==> src/design/ddrpq_pkg.sv <==
// Package: register map, field layout, reset values and carrier types
package ddrpq_pkg;

  // ********************************************************************
  // Register byte addresses
  // ********************************************************************
  localparam logic [7:0] ADDR_AGING_CFG  = 8'h00; // priority_aging_config
  localparam logic [7:0] ADDR_EVT_CNT1   = 8'h04; // event_counter_one
  localparam logic [7:0] ADDR_EVT_CNT2   = 8'h08; // event_counter_two
  localparam logic [7:0] ADDR_EVT_CFG    = 8'h0c; // event_counter_config
  localparam logic [7:0] ADDR_EVT_SEL    = 8'h10; // event_filter_select
  localparam logic [7:0] ADDR_ELAPSED    = 8'h14; // elapsed_cycle_counter
  localparam logic [7:0] ADDR_IRQ_RAW    = 8'h18; // interrupt_raw_flags
  localparam logic [7:0] ADDR_IRQ_STAT   = 8'h1c; // enabled status, W1C
  localparam logic [7:0] ADDR_IRQ_ENSET  = 8'h20; // enable set view
  localparam logic [7:0] ADDR_IRQ_ENCLR  = 8'h24; // enable clear view

  // ********************************************************************
  // Field layout and reset values
  // ********************************************************************
  localparam logic [31:0] AGING_CFG_MASK = 32'h00ff_ffff;
  localparam logic [31:0] AGING_CFG_RST  = 32'h00ff_ffff;
  localparam logic [31:0] EVT_CFG_MASK   = 32'hc00f_c00f;
  localparam logic [31:0] EVT_SEL_MASK   = 32'hff0f_ff0f;
  localparam logic [31:0] IRQ_BITS_MASK  = 32'h0000_0039;
  localparam int          CLS1_LSB       = 16;
  localparam int          CLS2_LSB       = 8;
  localparam int          OLD_LSB        = 0;
  localparam int          TYPE1_LSB      = 0;
  localparam int          TYPE2_LSB      = 16;
  localparam int          MEN1_BIT       = 15;
  localparam int          REN1_BIT       = 14;
  localparam int          MEN2_BIT       = 31;
  localparam int          REN2_BIT       = 30;
  localparam int          MST1_LSB       = 8;
  localparam int          MST2_LSB       = 24;
  localparam int          SPC1_LSB       = 0;
  localparam int          SPC2_LSB       = 16;
  localparam int          SGL_ECC_BIT    = 5;
  localparam int          DBL_ECC_BIT    = 4;
  localparam int          WR_ECC_BIT     = 3;
  localparam int          BUS_FAULT_BIT  = 0;
  localparam logic [3:0]  SPACE_EXT_MEM  = 4'h0; // external memory space
  localparam logic [3:0]  SPACE_CTRL_REG = 4'h7; // controller registers
  // Event types that honour the master and region filters
  localparam logic [15:0] FILTERABLE_TYPES = 16'hffff;

  // ********************************************************************
  // Timing
  // ********************************************************************
  localparam int          AGING_UNIT_CYC = 16; // cycles per aging step
  localparam int          AGING_CNT_W    = 12; // 8-bit value times 16

  // ********************************************************************
  // Carrier types
  // ********************************************************************
  typedef struct packed {
    logic        wr;    // write strobe
    logic        rd;    // read strobe
    logic [7:0]  addr;  // byte address
    logic [31:0] wdata; // write data
  } ddrpq_bus_req_type;

  typedef struct packed {
    logic [15:0] hit;    // one pulse per event type this cycle
    logic [7:0]  master; // bus master of the access behind the event
    logic [3:0]  space;  // memory region of that access
  } ddrpq_perf_evt_type;

  typedef struct packed {
    logic single_bit_ecc_flag;
    logic double_bit_ecc_flag;
    logic write_ecc_flag;
    logic bus_cmd_addr_fault_flag;
  } ddrpq_err_evt_type;

endpackage

==> src/design/ddrpq_regs.sv <==
// Perf, priority aging and interrupt register bank of the DDR controller
//
// Strobed register access and the placing of the registers were decided locally.
`timescale 1ns/10ps

// ********************************************************************
// Aging interval timer
// ********************************************************************
module ddrpq_aging_timer (
  input  wire logic       clk,      // controller clock
  input  wire logic       srst,     // synchronous reset, active high
  input  wire logic [7:0] interval, // aging value in units of 16 cycles
  output logic            raise     // one-cycle priority raise pulse
);
  import ddrpq_pkg::*;

  logic [AGING_CNT_W-1:0] cnt_r;
  logic [AGING_CNT_W-1:0] target;
  logic                   fire;

  // Target is value x 16; a zero value raises on every cycle
  assign target = AGING_CNT_W'(interval * AGING_UNIT_CYC);
  // A shrunk interval fires at once instead of waiting for a wrap
  assign fire = (target == '0) || (cnt_r >= target - 12'h001);

  // Free running age counter, restarted by each raise
  always_ff @(posedge clk) begin
    if (srst) begin
      cnt_r <= '0;
      raise <= 1'b0;
    end else begin
      cnt_r <= fire ? '0 : cnt_r + 12'h001;
      raise <= fire;
    end
  end
endmodule

// Contract
// Reserved bits read as zero; writes to them change nothing.
// Class-1 aging value bits 23-16, reset 0xFF, raises class-1 priority.
// Class-2 aging value bits 15-8, reset all ones, raises class-2 priority.
// Oldest aging value bits 7-0, reset all ones, raises oldest command.
// Two read-only 32-bit event counters count their selected events.
// Event type selector bits 3-0 for counter one, 19-16 for two.
// Master filter enable bits 15 and 31 restrict to programmed master.
// Region filter enable bits 14 and 30 restrict to programmed region.
// Master identifiers held in bits 15-8 and 31-24 of select register.
// Region code 0x0 external memory, 0x7 controller registers.
// Filters apply only to filterable event types; others always count.
// Read-only elapsed counter increments every half-rate cycle after reset.
// Raw status bits 5,4,3 hold single, double, write ECC errors.
// Raw status bit 0 holds bus command or address fault.
// Writing 1 sets a raw status bit; writing 0 does nothing.
// Writing 1 to enabled status clears it and the raw bit.
// Writing 1 to enable set enables source; both views read set.
// Interrupt output high while any enabled raw status bit set.
// Counters start at zero after reset and wrap on overflow.
module ddrpq_regs (
  input  wire logic                         clk,        // controller clock
  input  wire logic                         srst,       // sync reset
  input  wire ddrpq_pkg::ddrpq_bus_req_type bus_req,    // register access
  output logic [31:0]                       rdata,      // read data
  input  wire ddrpq_pkg::ddrpq_perf_evt_type perf_evt,  // monitor events
  input  wire ddrpq_pkg::ddrpq_err_evt_type  err_evt,   // error pulses
  output logic                              class1_raise, // class-1 bump
  output logic                              class2_raise, // class-2 bump
  output logic                              oldest_raise, // oldest bump
  output logic                              irq         // level interrupt
);
  import ddrpq_pkg::*;

  // ********************************************************************
  // Registers
  // ********************************************************************
  logic [31:0] aging_cfg_r;
  logic [31:0] evt_cfg_r;
  logic [31:0] evt_sel_r;
  logic [31:0] cnt1_r;
  logic [31:0] cnt2_r;
  logic [31:0] elapsed_r;
  logic [31:0] raw_r;
  logic [31:0] raw_nxt;
  logic [31:0] en_r;
  logic [31:0] en_nxt;
  logic [31:0] rdata_nxt;
  logic [31:0] hw_set;
  logic [31:0] raw_clr;
  logic [31:0] en_status;
  logic        hit1;
  logic        hit2;

  // Decoded strobes
  logic wr_aging;
  logic wr_cfg;
  logic wr_sel;
  logic wr_raw;
  logic wr_stat;
  logic wr_enset;
  logic wr_enclr;
  logic rd_stat;

  assign wr_aging = bus_req.wr && (bus_req.addr == ADDR_AGING_CFG);
  assign wr_cfg   = bus_req.wr && (bus_req.addr == ADDR_EVT_CFG);
  assign wr_sel   = bus_req.wr && (bus_req.addr == ADDR_EVT_SEL);
  assign wr_raw   = bus_req.wr && (bus_req.addr == ADDR_IRQ_RAW);
  assign wr_stat  = bus_req.wr && (bus_req.addr == ADDR_IRQ_STAT);
  assign wr_enset = bus_req.wr && (bus_req.addr == ADDR_IRQ_ENSET);
  assign wr_enclr = bus_req.wr && (bus_req.addr == ADDR_IRQ_ENCLR);
  assign rd_stat  = bus_req.rd && (bus_req.addr == ADDR_IRQ_STAT);

  // ********************************************************************
  // Configuration registers
  // ********************************************************************
  // Only defined fields are stored so reserved bits can never leak
  always_ff @(posedge clk) begin
    if (srst) begin
      aging_cfg_r <= AGING_CFG_RST; // see R2 see R3
      evt_cfg_r   <= '0;
      evt_sel_r   <= '0;
    end else begin
      if (wr_aging) begin
        aging_cfg_r <= bus_req.wdata & AGING_CFG_MASK;
      end
      if (wr_cfg) begin
        evt_cfg_r <= bus_req.wdata & EVT_CFG_MASK; // see R1
      end
      if (wr_sel) begin
        evt_sel_r <= bus_req.wdata & EVT_SEL_MASK; // see R9
      end
    end
  end

  // ********************************************************************
  // Priority aging
  // ********************************************************************
  ddrpq_aging_timer u_age_cls1 (
    .clk      (clk),
    .srst     (srst),
    .interval (aging_cfg_r[CLS1_LSB +: 8]),
    .raise    (class1_raise)
  );

  ddrpq_aging_timer u_age_cls2 (
    .clk      (clk),
    .srst     (srst),
    .interval (aging_cfg_r[CLS2_LSB +: 8]),
    .raise    (class2_raise)
  );

  ddrpq_aging_timer u_age_old (
    .clk      (clk),
    .srst     (srst),
    .interval (aging_cfg_r[OLD_LSB +: 8]),
    .raise    (oldest_raise)
  );

  // ********************************************************************
  // Event filtering
  // ********************************************************************
  // Unfilterable types ignore the filters; region codes other than the
  // two defined ones simply never match a real access
  function automatic logic evt_match(
    input logic [3:0] etype,
    input logic       men,
    input logic       ren,
    input logic [7:0] mst,
    input logic [3:0] spc,
    input ddrpq_perf_evt_type ev
  );
    logic pass;
    pass = (!men || (ev.master == mst)) && (!ren || (ev.space == spc));
    evt_match = ev.hit[etype] && (!FILTERABLE_TYPES[etype] || pass);
  endfunction

  assign hit1 = evt_match(evt_cfg_r[TYPE1_LSB +: 4], evt_cfg_r[MEN1_BIT],
                          evt_cfg_r[REN1_BIT], evt_sel_r[MST1_LSB +: 8],
                          evt_sel_r[SPC1_LSB +: 4],
                          perf_evt); // see R7 see R8
  assign hit2 = evt_match(evt_cfg_r[TYPE2_LSB +: 4], evt_cfg_r[MEN2_BIT],
                          evt_cfg_r[REN2_BIT], evt_sel_r[MST2_LSB +: 8],
                          evt_sel_r[SPC2_LSB +: 4],
                          perf_evt); // see R7 see R8

  // ********************************************************************
  // Counters
  // ********************************************************************
  // Plain 32-bit adders wrap to zero on overflow
  always_ff @(posedge clk) begin
    if (srst) begin
      cnt1_r <= '0;
      cnt2_r <= '0;
    end else begin
      if (hit1) begin
        cnt1_r <= cnt1_r + 32'h0000_0001;
      end
      if (hit2) begin
        cnt2_r <= cnt2_r + 32'h0000_0001;
      end
    end
  end

  // The block clock is the half-rate memory clock, so count every edge
  always_ff @(posedge clk) begin
    if (srst) begin
      elapsed_r <= '0;
    end else begin
      elapsed_r <= elapsed_r + 32'h0000_0001;
    end
  end

  // ********************************************************************
  // Interrupt status and enables
  // ********************************************************************
  always_comb begin
    hw_set = '0;
    hw_set[SGL_ECC_BIT]   = err_evt.single_bit_ecc_flag;
    hw_set[DBL_ECC_BIT]   = err_evt.double_bit_ecc_flag;
    hw_set[WR_ECC_BIT]    = err_evt.write_ecc_flag;
    hw_set[BUS_FAULT_BIT] = err_evt.bus_cmd_addr_fault_flag;
  end

  assign en_status = raw_r & en_r;

  // A read of the enabled status clears what it returned; a new event in
  // the same cycle still wins over any clear
  always_comb begin
    raw_clr = '0;
    if (wr_stat) begin
      raw_clr = bus_req.wdata & IRQ_BITS_MASK;
    end else if (rd_stat) begin
      raw_clr = en_status;
    end
    raw_nxt = (raw_r & ~raw_clr) | hw_set;
    if (wr_raw) begin
      raw_nxt = raw_nxt | (bus_req.wdata & IRQ_BITS_MASK);
    end
  end

  // Both enable views share one register
  always_comb begin
    en_nxt = en_r;
    if (wr_enset) begin
      en_nxt = en_r | (bus_req.wdata & IRQ_BITS_MASK);
    end else if (wr_enclr) begin
      en_nxt = en_r & ~(bus_req.wdata & IRQ_BITS_MASK);
    end
  end

  always_ff @(posedge clk) begin
    if (srst) begin
      raw_r <= '0;
      en_r  <= '0;
    end else begin
      raw_r <= raw_nxt;
      en_r  <= en_nxt;
    end
  end

  assign irq = |en_status;

  // ********************************************************************
  // Read path
  // ********************************************************************
  // Unmapped addresses read zero; data stands one cycle only
  always_comb begin
    case (bus_req.addr)
      ADDR_AGING_CFG: rdata_nxt = aging_cfg_r;
      ADDR_EVT_CNT1:  rdata_nxt = cnt1_r;
      ADDR_EVT_CNT2:  rdata_nxt = cnt2_r;
      ADDR_EVT_CFG:   rdata_nxt = evt_cfg_r;
      ADDR_EVT_SEL:   rdata_nxt = evt_sel_r;
      ADDR_ELAPSED:   rdata_nxt = elapsed_r;
      ADDR_IRQ_RAW:   rdata_nxt = raw_r;
      ADDR_IRQ_STAT:  rdata_nxt = en_status;
      ADDR_IRQ_ENSET: rdata_nxt = en_r;
      ADDR_IRQ_ENCLR: rdata_nxt = en_r;
      default:        rdata_nxt = '0;
    endcase
  end

  always_ff @(posedge clk) begin
    if (srst) begin
      rdata <= '0;
    end else begin
      rdata <= bus_req.rd ? rdata_nxt : 32'h0000_0000;
    end
  end
endmodule

==> config.mk <==
export PLATFORM = sky130hd
export DESIGN_NAME = ddrpq_regs
export DESIGN_NICKNAME = d
export VERILOG_FILES = /design/src/design/ddrpq_pkg.sv /design/src/design/ddrpq_regs.sv
export SDC_FILE = /design/constraint.sdc
export NUM_CORES = 1
export LEC_CHECK = 0
export BUFFER_PORTS_ARGS = -buffer_cell sky130_fd_sc_hd__buf_2
export CORE_AREA = 4 4 158 145
export CTS_BUF_LIST = sky130_fd_sc_hd__clkbuf_16
export CTS_CLUSTER_DIAMETER = 60
export DETAILED_ROUTE_END_ITERATION = 16
export DIE_AREA = 0 0 162 149
export GPL_TIMING_DRIVEN = 0
export PLACE_DENSITY = 0.74
export SLEW_MARGIN = 10
export SYNTH_ARGS = -nofsm -noshare
export SYNTH_HDL_FRONTEND = slang
export SYNTH_SLANG_ARGS = --single-unit
==> constraint.sdc <==
create_clock -name clk -period 2.7 [get_ports clk]
set_input_delay 0.54 -clock clk [delete_from_list [all_inputs] [get_ports clk]]
set_output_delay 0.54 -clock clk [all_outputs]
set_load 0.01 [all_outputs]
## Yosys cells after proc, flatten, opt, wreduce, memory -nomap -nowiden

Memory sizes are Yosys's and may differ from the RTL's. A register that Yosys moved wholly into a read port is not among the register bits.
Cells that the tools add are included.

- $add $sub $neg: 9
- Order comparisons: 5
- Equality and inequality tests: 13
- Multiplexer cells: 16
- Bitwise gates (word level): 9
- Reduce and logical (&&, ||, !) cells: 38

Operators by type and width:

| cell | count |
|---|---|
| one-hot mux 32 bit (9 select lines) | 1 |
| two-way mux 32 bit | 5 |
| adder 32 x 1 -> 32 bit (second input constant) | 3 |
| bitwise AND 32 bit | 3 |
| OR 32 x 6 -> 32 bit | 3 |
| adder 12 x 1 -> 12 bit (second input constant) | 3 |
| >= comparator 12 bit | 3 |
| zero test 12 bit | 3 |
| subtractor 12 x 1 -> 12 bit (second input constant) | 3 |
| == test 8 x 5 -> 1 bit (second input constant) | 4 |
| NOT 32 bit | 1 |
| NOT 6 -> 32 bit | 1 |
| OR reduction 32 bit | 1 |
| == test 8 x 4 -> 1 bit (second input constant) | 2 |
| == test 8 x 6 -> 1 bit (second input constant) | 2 |
| == test 8 bit | 2 |
| two-way mux 4 bit | 4 |
| logical AND 1 bit | 12 |
| less-than comparator 4 x 5 -> 1 bit (second input constant) | 2 |
| OR reduction 2 bit | 5 |
| logical OR 1 bit | 9 |
| binary-select mux 1 bit (select 4 bit) | 2 |
| == test 4 bit | 2 |
| == test 8 x 3 -> 1 bit (second input constant) | 1 |
| other kinds (5) | 13 |

- Register bits: 291
- Memory bits (read-only): 32
- Input bits: 76
- Output and inout bits: 36
- Word-level logic and storage cells: 107
- Memories: 2

Memory list:

| memory | depth | width | read ports | clocked after Yosys merged registers in | wr ports | RTL line | RTL |
|---|---|---|---|---|---|---|---|
| (no name shown) | 16 | 1 | 1 | 1 | 0 | ddrpq_regs.sv:172 | `evt_match = ev.hit[etype] && (!FILTERABLE_TYPES[etype] \|\| pass);` |
| (no name shown) | 16 | 1 | 1 | 1 | 0 | ddrpq_regs.sv:172 |  |

## Depth between registers and ports, before layout

Gate-level depths: netlist (run 1).

- Depth after elaboration: 9
- Gate-level depth with buffers: 12
- Depth with buffers taken out: 11

## By module

From an unflattened synthesis (run 1), not the netlist that was laid out.

- Cell total of the unflattened synthesis: 1390
- Area, all modules: 12249.2 um^2

Modules (own cells, without submodules):

| module | instances | cells each | area each (um^2) | seq. area each (um^2) |
|---|---|---|---|---|
| ddrpq_regs | 1 | 1102 | 9486.6 | 3923.8 |
| ddrpq_aging_timer | 3 | 96 | 920.9 | 260.2 |

## Worst setup path before layout (run 1)

OpenSTA, ideal clock, no wires.

- Path kind: register to register
- From: register aging_cfg_r[10]
- To: register u_age_cls2.cnt_r[10]
- Library setup time: 0.065 ns
- Arrival: 2.301 ns
- Required time: 2.635 ns
- Slack: 0.334 ns
- Stages on the path, launching flop included: 11
- Path buffers: 1
- Period minus slack after synthesis: 2.366 ns
- Cells stage by stage: dfxtp_1 > or4_1 > nor2_1 > xnor2_1 > ha_1 > a21o_1 > a211oi_1 > o21a_1 > nand2b_1 > clkbuf_1 > nor2_1

- Longest elaborated chain between the ends: 4
- Elaborated cells on any way between the ends: 5
- Classes of those cells: 1 x add/sub; 1 x order compare; 3 x reduce/logical

RTL lines:

| what | RTL line | RTL |
|---|---|---|
| from (decl) | ddrpq_regs.sv:75 | `logic [31:0] aging_cfg_r;` |
| from (signal assigned) | ddrpq_regs.sv:122 | `aging_cfg_r <= bus_req.wdata & AGING_CFG_MASK;` |
| subtractor 12 x 1 -> 12 bit | ddrpq_regs.sv:24 | `assign fire = (target == '0) \|\| (cnt_r >= target - 12'h001);` |
| >= comparator 12 bit | ddrpq_regs.sv:24 |  |
| logical OR 1 bit (*) | ddrpq_regs.sv:24 |  |
| OR reduction 2 bit (no source line) (*) | -- |  |
| to (signal assigned) | ddrpq_regs.sv:32 | `cnt_r <= fire ? '0 : cnt_r + 12'h001;` |
| to (decl) | ddrpq_regs.sv:17 | `logic [AGING_CNT_W-1:0] cnt_r;` |

Every way passes the cells marked *; elsewhere a longest branch is shown, timed or not.
A chain may end at the register's enable or synchronous reset.

## Worst setup path in the final report (run 1)

- From: register aging_cfg_r[18]
- To: register u_age_cls1.raise

- Longest elaborated chain between the ends: 3
- Elaborated cells on any way between the ends: 4
- Classes of those cells: 1 x add/sub; 1 x order compare; 2 x reduce/logical

RTL lines:

| what | RTL line | RTL |
|---|---|---|
| subtractor 12 x 1 -> 12 bit | ddrpq_regs.sv:24 |  |
| >= comparator 12 bit | ddrpq_regs.sv:24 |  |
| logical OR 1 bit (*) | ddrpq_regs.sv:24 |  |
| to (signal assigned) | ddrpq_regs.sv:33 | `raise <= fire;` |
| to (decl) | ddrpq_regs.sv:13 | `output logic raise` |

Marks and branches as above.

==> flow_metrics.tcl, run 1 <==
set metrics [dict create \
    path_depth 8 \
    drtIter0Drc 1385 \
    dieArea_um2 24100 \
    cts.clk_slew.worst_paths_ns 0.06 \
    cts.htree.levels 1 \
    synth_warnings 0 \
    synth.most_common_cell "dfxtp_1" \
    crit_buf_inv 0 \
    rrSetupSlack_ns 0.14 \
    final.period_utilization_pct 94.8 \
    clock_latency_ns 0.53 \
    wirelength_um 36200 \
    floorplan.initialDensity_pct 54.3 \
    path_delay_family "simple AND/OR/NAND/NOR gates" \
    path_max_fanout 13 \
    synth-simple-area-share_pct 23.6 \
    ioPinCount 112 \
    die_w_um 162 \
    min_to "evt_sel_r[26]" \
    firstDrtPassIters 7 \
    drive_gt1_share_pct 13.7 \
    die_y_um 149 \
    finalSetupViolCount 0 \
    synth_mux_area_share_pct 4.37 \
    rows 51 \
    synth_xor_area_share_pct 9.09 \
    grt_pass1_vias 10108 \
    path_class "reg -> reg" \
    slew_violations 0 \
    vias 10949 \
    cp-end-kind "flop" \
    ant_nets 0 \
    dp_hpwl_um 27500 \
    root_buffer "clkbuf_16" \
    p_per_area_nw_per_um2 521 \
    grt-ovfl-total 0 \
    antenna_found_initial 0 \
    place_congestion 0.975 \
    drt-vias-per-instance 6.19 \
    syn_area_um2 11600 \
    whs_ns 0.257 \
    outcome "finished, final reports clean" \
    synth_common_cells "dfxtp_1, nand2_1, a21oi_1" \
    cp_cell_sequence "or4_1, nor2_1, xnor2_1, ha_1, a21oi_1, o21ai_0, a211o_2, nor2b_1" \
    seq_area_frac_synth_pct 40.7 \
    grt_util_all_layers_pct 29.6 \
    yosysTopAreaCell "dfxtp_1" \
    tightestPinTransition_ns 0.873 \
    final_nets 1573 \
    ir_drop_mv 0.384 \
    final_util_pct 62.4 \
    ys.flop_type "dfxtp_1" \
    drc_errors 0 \
    ys_top_cells_by_area "dfxtp_1, a21oi_1, xor2_1" \
    r2r-end "u_age_cls1.raise" \
    numPortBuffers 109 \
    timing.fmax_ghz 0.390 \
    cts_tree "built" \
    crit_slowest_cell "or4_1" \
    pre_cts_ws_ns -0.682 \
    synth_top_area_share_pct 40.7 \
    coreArea_um2 21300 \
    finalHoldViolCount 0 \
    slowest_delay_ns 0.59 \
    min_period_ns 2.56 \
    clockBufferDepth 3 \
    fin_worst_skew_ns 0.0149 \
    hold_class "in -> reg" \
    synth_top_family_by_area "simple AND/OR/NAND/NOR gates" \
    ys_types 63 \
    cp.required_ns 3.08 \
    synth_edf_count 0 \
    crit_path_start_kind "flop" \
    grt_start_max_net_pins 14 \
    synth_cells 1321 \
    layout_setup_ws_ns 0.139 \
    syn_nets 1433 \
    routedWlPerCell_um 20.4 \
    areaGrowthSynthToFinish_pct 15.0 \
    synth_compound_area_share_pct 15.3 \
    hp-start "bus_req[26]" \
    worst-endpoint-arrival_ns 2.94 \
    grt_pass1_wl_um 56300 \
    slew_headroom_pct 41.8 \
    p_total_mw 6.92 \
    reg2reg_depth 8 \
    r2r_start "aging_cfg_r[18]" \
    synth_adder_area_share_pct 3.89 \
    clkSinkCount 235 \
    numCtsBuffers 25 \
    ys_seq_elements 235 \
    synthArstFlopShare_pct 0 \
    cap_viol_max_count 0 \
    whs_path_depth 3 \
    n_antenna_cell 0 \
    leakage_nw 4.98 \
    avgSynthCellArea_um2 8.76 \
]
[flip-flops by register name, summed over array words and instances, names as in the netlist, 4 cells and up, named ones only]
name	cells
u_age_cls1.cnt_r	12
cnt2_r	32
rdata	32
u_age_cls2.cnt_r	12
evt_sel_r	24
evt_cfg_r	12
u_age_old.cnt_r	12
raw_r	4
elapsed_r	32
aging_cfg_r	24
cnt1_r	32
[repair_timing]
action	in CTS	in global routing
pin swaps	2	1
gates resized for setup	3	28
buffers inserted	4	1
setup endpoints to repair	27	51
endpoints found under the hold margin	0	0
hold buffers	0	0
[cells by family (layout without fill, tap and decap cells)]
kind of cell               after synthesis  after routing
AOI/OAI and AO/OA                      272            272
DFF                                    235            235
and+or+nand+nor                        528            528
adders and majority gates               36             36
buffers and inverters                   90            248
xor gates and xnor gates               120            120
muxes                                   40             40
[routing by layer]
| layer | GRT usage (%) | vias up | wire length [µm] |
|---|---|---|---|
| met3 | 4.56 | 94 | 3430 |
| met2 | 46.3 | 543 | 16000 |
| met5 | 0 | - | 0 |
| met1 | 42.0 | 5209 | 15400 |
| li1 | - | 5103 | - |
| met4 | 10.0 | 0 | 1370 |
[tightest hold or removal path: cells and delay by family]
family / cells / cell delay (ns)
buffers and inverters: 1 / 0.09
AND/OR/NAND/NOR: 1 / 0.05
AO/OA/AOI/OAI: 1 / 0.05
[layout make-up]
class / count / area [µm²]
inverter: 18 / 67.6
tap: 291 / 364
timing repair buffer: 114 / 583
fill: 1957 / 8010
clock inverter: 20 / 90.1
buffer: 71 / 299
clock buffer: 25 / 626
sequential: 235 / 4710
multi-input combinational: 996 / 6560
[worst max-delay path by stage]
stage | from | endpoint | slack (ns)
detailed placement | bus_req[35] | rdata[19] | -0.68
global route | aging_cfg_r[18] | u_age_cls1.cnt_r[3] | -0.02
floorplan | aging_cfg_r[10] | u_age_cls2.cnt_r[10] | 0.33
CTS | aging_cfg_r[10] | u_age_cls2.cnt_r[7] | 0.02
global placement | bus_req[35] | rdata[19] | -0.70
finish | aging_cfg_r[18] | u_age_cls1.raise | 0.14
[metrics by stage]
stage | setup TNS (ns) | cells | area [µm²]
after floorplan | 0 | 1321 | 11600
final | 0 | 1770 | 13300
after global routing | -0.0514 | 1770 | 13300
after detailed placement | -39.48 | 1721 | 12500
after CTS | 0 | 1769 | 13200
after global placement | -37.11 | 1721 | 12500
[layout by cell type (no fill, tap or decap), drive strengths merged, types with 31 or more instances in the layout]
cell    netlist  routed
nor3         36      36
and3         46      46
a21oi       117     117
dfxtp       235     235
xor2         65      65
ha           36      36
clkbuf       58      80
nand2       125     125
nor2        111     111
o21ai        48      48
xnor2        55      55
mux2i        31      31
or3          35      35
nand4        40      40
nand3        60      60
buf          14     130
[power by group]
| group | leakage, nW | internal [mW] | switching [mW] | total [mW] |
|---|---|---|---|---|
| logic | 2.70 | 0.117 | 0.221 | 0.338 |
| clock network | 0.379 | 1.67 | 1.39 | 3.06 |
| registers | 1.89 | 3.50 | 0.0277 | 3.52 |
(Power assumes the default switching activity.)
==> run 2: changes to the inputs <==
ABC_AREA = 1   (was default)
CORE_AREA = 4 4 170 156   (was 4 4 158 145)
DIE_AREA = 0 0 174 160   (was 0 0 162 149)
==> flow_metrics.tcl, run 2 <==
set metrics [dict create \
    ir_drop_mv 0.498 \
    synth_adder_area_share_pct 3.35 \
    routedWlPerCell_um 18.3 \
    outcome "finished, final reports clean" \
    rrSetupSlack_ns 0.13 \
    clkSinkCount 235 \
    place_congestion 1.01 \
    slew_violations 0 \
    final.period_utilization_pct 95.2 \
    numCtsBuffers 27 \
    coreArea_um2 24800 \
    synth_mux_area_share_pct 0 \
    grt-ovfl-total 0 \
    grt_util_all_layers_pct 31.6 \
    ys_top_cells_by_area "dfxtp_1, nand2_1, nor2_1" \
    antenna_found_initial 1 \
    syn_area_um2 13400 \
    drive_gt1_share_pct 12.4 \
    seq_area_frac_synth_pct 35.0 \
    min_period_ns 2.57 \
    die_w_um 174 \
    fin_tns_setup_ns 0 \
    dp_cells 2446 \
    final_nets 2273 \
    cts.htree.levels 1 \
    synth_warnings 0 \
    ys_types 47 \
    synth_top_area_share_pct 35.0 \
    cts.clk_slew.worst_paths_ns 0.06 \
    crit_path_start_kind "flop" \
    stdcell_count 2494 \
    fillers 2394 \
    ys.flop_type "dfxtp_1" \
    vias 14030 \
    finalHoldViolCount 0 \
    timing.fmax_ghz 0.389 \
    register_area_um2 4700 \
    rows 55 \
    synth_cells 2022 \
    hold_class "in -> reg" \
    path_class "reg -> reg" \
    dp_hpwl_um 35900 \
    r2r-end "u_age_old.cnt_r[8]" \
    avgSynthCellArea_um2 6.65 \
    cts_tree "built" \
    cp-end-kind "flop" \
    die_y_um 160 \
    fin_worst_skew_ns 0.0221 \
    synth_xor_area_share_pct 6.06 \
    p_per_area_nw_per_um2 515 \
    setup.worst_path.start "aging_cfg_r[0]" \
    synth-simple-area-share_pct 35.3 \
    grt_start_max_net_pins 14 \
    cp.required_ns 3.17 \
    grt_pass1_wl_um 70300 \
    drc_errors 0 \
    clockBufferDepth 3 \
    clock_latency_ns 0.55 \
    floorplan.initialDensity_pct 54.3 \
    wirelength_um 45700 \
    numPortBuffers 111 \
    yosysTopAreaCell "dfxtp_1" \
    synth_compound_area_share_pct 12.0 \
    tightestPinTransition_ns 0.908 \
    synth.most_common_cell "nand2_1" \
    n_antenna_cell 0 \
    synth_common_cells "nand2_1, nor2_1, dfxtp_1" \
    multi_input_area_um2 7630 \
    synth_edf_count 0 \
    path_max_fanout 10 \
    syn_nets 2134 \
    worst-endpoint-arrival_ns 3.04 \
    drtIter0Drc 1726 \
    layout_commonest_cell "nand2_1" \
    grt_pass1_vias 12717 \
    post_cts_buffers 0 \
    root_buffer "clkbuf_16" \
    ioPinCount 112 \
    ys_seq_elements 235 \
    drt-vias-per-instance 5.63 \
    ant_nets 0 \
    r2r_start "aging_cfg_r[0]" \
    slew_headroom_pct 39.5 \
    areaGrowthSynthToFinish_pct 14.2 \
    synthArstFlopShare_pct 0 \
    endpoint "u_age_old.cnt_r[8]" \
    finalSetupViolCount 0 \
    reg2reg_depth 11 \
    final_cell_mix "nand2_1, nor2_1, dfxtp_1" \
    whs_ns 0.223 \
    cap_viol_max_count 0 \
    synth_top_family_by_area "simple AND/OR/NAND/NOR gates" \
    leakage_nw 6.17 \
    firstDrtPassIters 6 \
    dieArea_um2 27800 \
]
run 2: cell count changes after synthesis, moves of 26 or more:
| cell | change |
|---|---|
| nand3_1 | +118 |
| buf_2 | +26 |
| or3_1 | -35 |
| inv_1 | +177 |
| nor2_1 | +152 |
| mux2i_1 | -30 |
| clkbuf_1 | -35 |
| and3_1 | -46 |
| nand2_1 | +408 |
| a21oi_1 | +36 |
| nand4_1 | -26 |
| a211o_1 | -26 |
run 2: how the worst min path moves through the flow:
| stage | startpoint | cells past startpoint | slack, ns | endpoint |
|---|---|---|---|---|
| 2_1_floorplan | u_age_cls2.cnt_r[0] | 1 | 0.42 | u_age_cls2.cnt_r[0] |
| 3_3_place_gp | u_age_old.cnt_r[0] | 1 | 0.43 | u_age_old.cnt_r[0] |
| 3_5_place_dp | u_age_cls1.cnt_r[0] | 1 | 0.44 | u_age_cls1.cnt_r[0] |
| 4_1_cts | bus_req[28] | 3 | 0.22 | evt_sel_r[28] |
| 5_1_grt | bus_req[6] | 3 | 0.22 | aging_cfg_r[6] |
| 6_report | bus_req[28] | 3 | 0.22 | evt_sel_r[28] |
run 2: routing by layer:
layer	global-route usage (%)	up-vias	share of wire [%]
met5	0	-	0
met2	47.3	695	42
li1	-	6809	-
met4	10.3	0	4.0
met3	6.58	122	11
met1	45.6	6404	44
run 2: critical path, stage by stage, from the launching register on:
cell,delay (ns)
dfxtp_1,0.35
nor3_2,0.27
nand3_1,0.17
nor3_2,0.17
xor2_1,0.16
ha_1,0.26
a21oi_1,0.16
o21a_1,0.15
nand4_1,0.14
or2_2,0.34
buf_2,0.20
a21oi_1,0.12
run 2: final cells by class:
cell class                 count  share of cell area, %
tap                          313                   2.55
clock buffer                  27                   4.40
buffer                        65                   2.14
inverter                     207                   5.10
multi-input combinational   1514                   49.7
clock inverter                22                   1.82
sequential                   235                   30.6
timing repair buffer         111                   3.62
run 2: stage by stage:
| stage | setup WS [ns] | cell area [µm²] | power [mW] | util (%) |
|---|---|---|---|---|
| 3_3_place_gp | 0.0952 | 14400 | 3.98 | 58.1 |
| 2_1_floorplan | 0.441 | 13400 | 3.81 | - |
| 3_5_place_dp | 0.0655 | 14400 | 3.98 | 58.1 |
| 6_report | 0.129 | 15400 | 7.91 | 62.0 |
| 4_1_cts | 0.0565 | 15300 | 7.92 | 61.9 |
| 5_1_grt | -0.0370 | 15400 | 8.12 | 62.0 |
run 2: repair_timing:
| item | in CTS | in global routing |
|---|---|---|
| endpoints found under the setup margin | 0 | 20 |
| gates resized for setup | 0 | 2 |
| hold buffers | 0 | 0 |
run 2: kinds of logic (layout without fill, tap and decap cells):
kind of cell / count (synthesis) / count (layout)
and+or+nand+nor: 1092 / 1092
AOI/OAI and AO/OA: 293 / 293
buffers and inverters: 273 / 432
DFF: 235 / 235
xor gates and xnor gates: 93 / 93
adders and majority gates: 36 / 36
run 2: where the power goes:
part / leakage, nW / internal [mW] / switching, mW
Combinational: 3.79 / 0.123 / 0.263
Clock: 0.473 / 2.48 / 1.52
Sequential: 1.90 / 3.50 / 0.0330
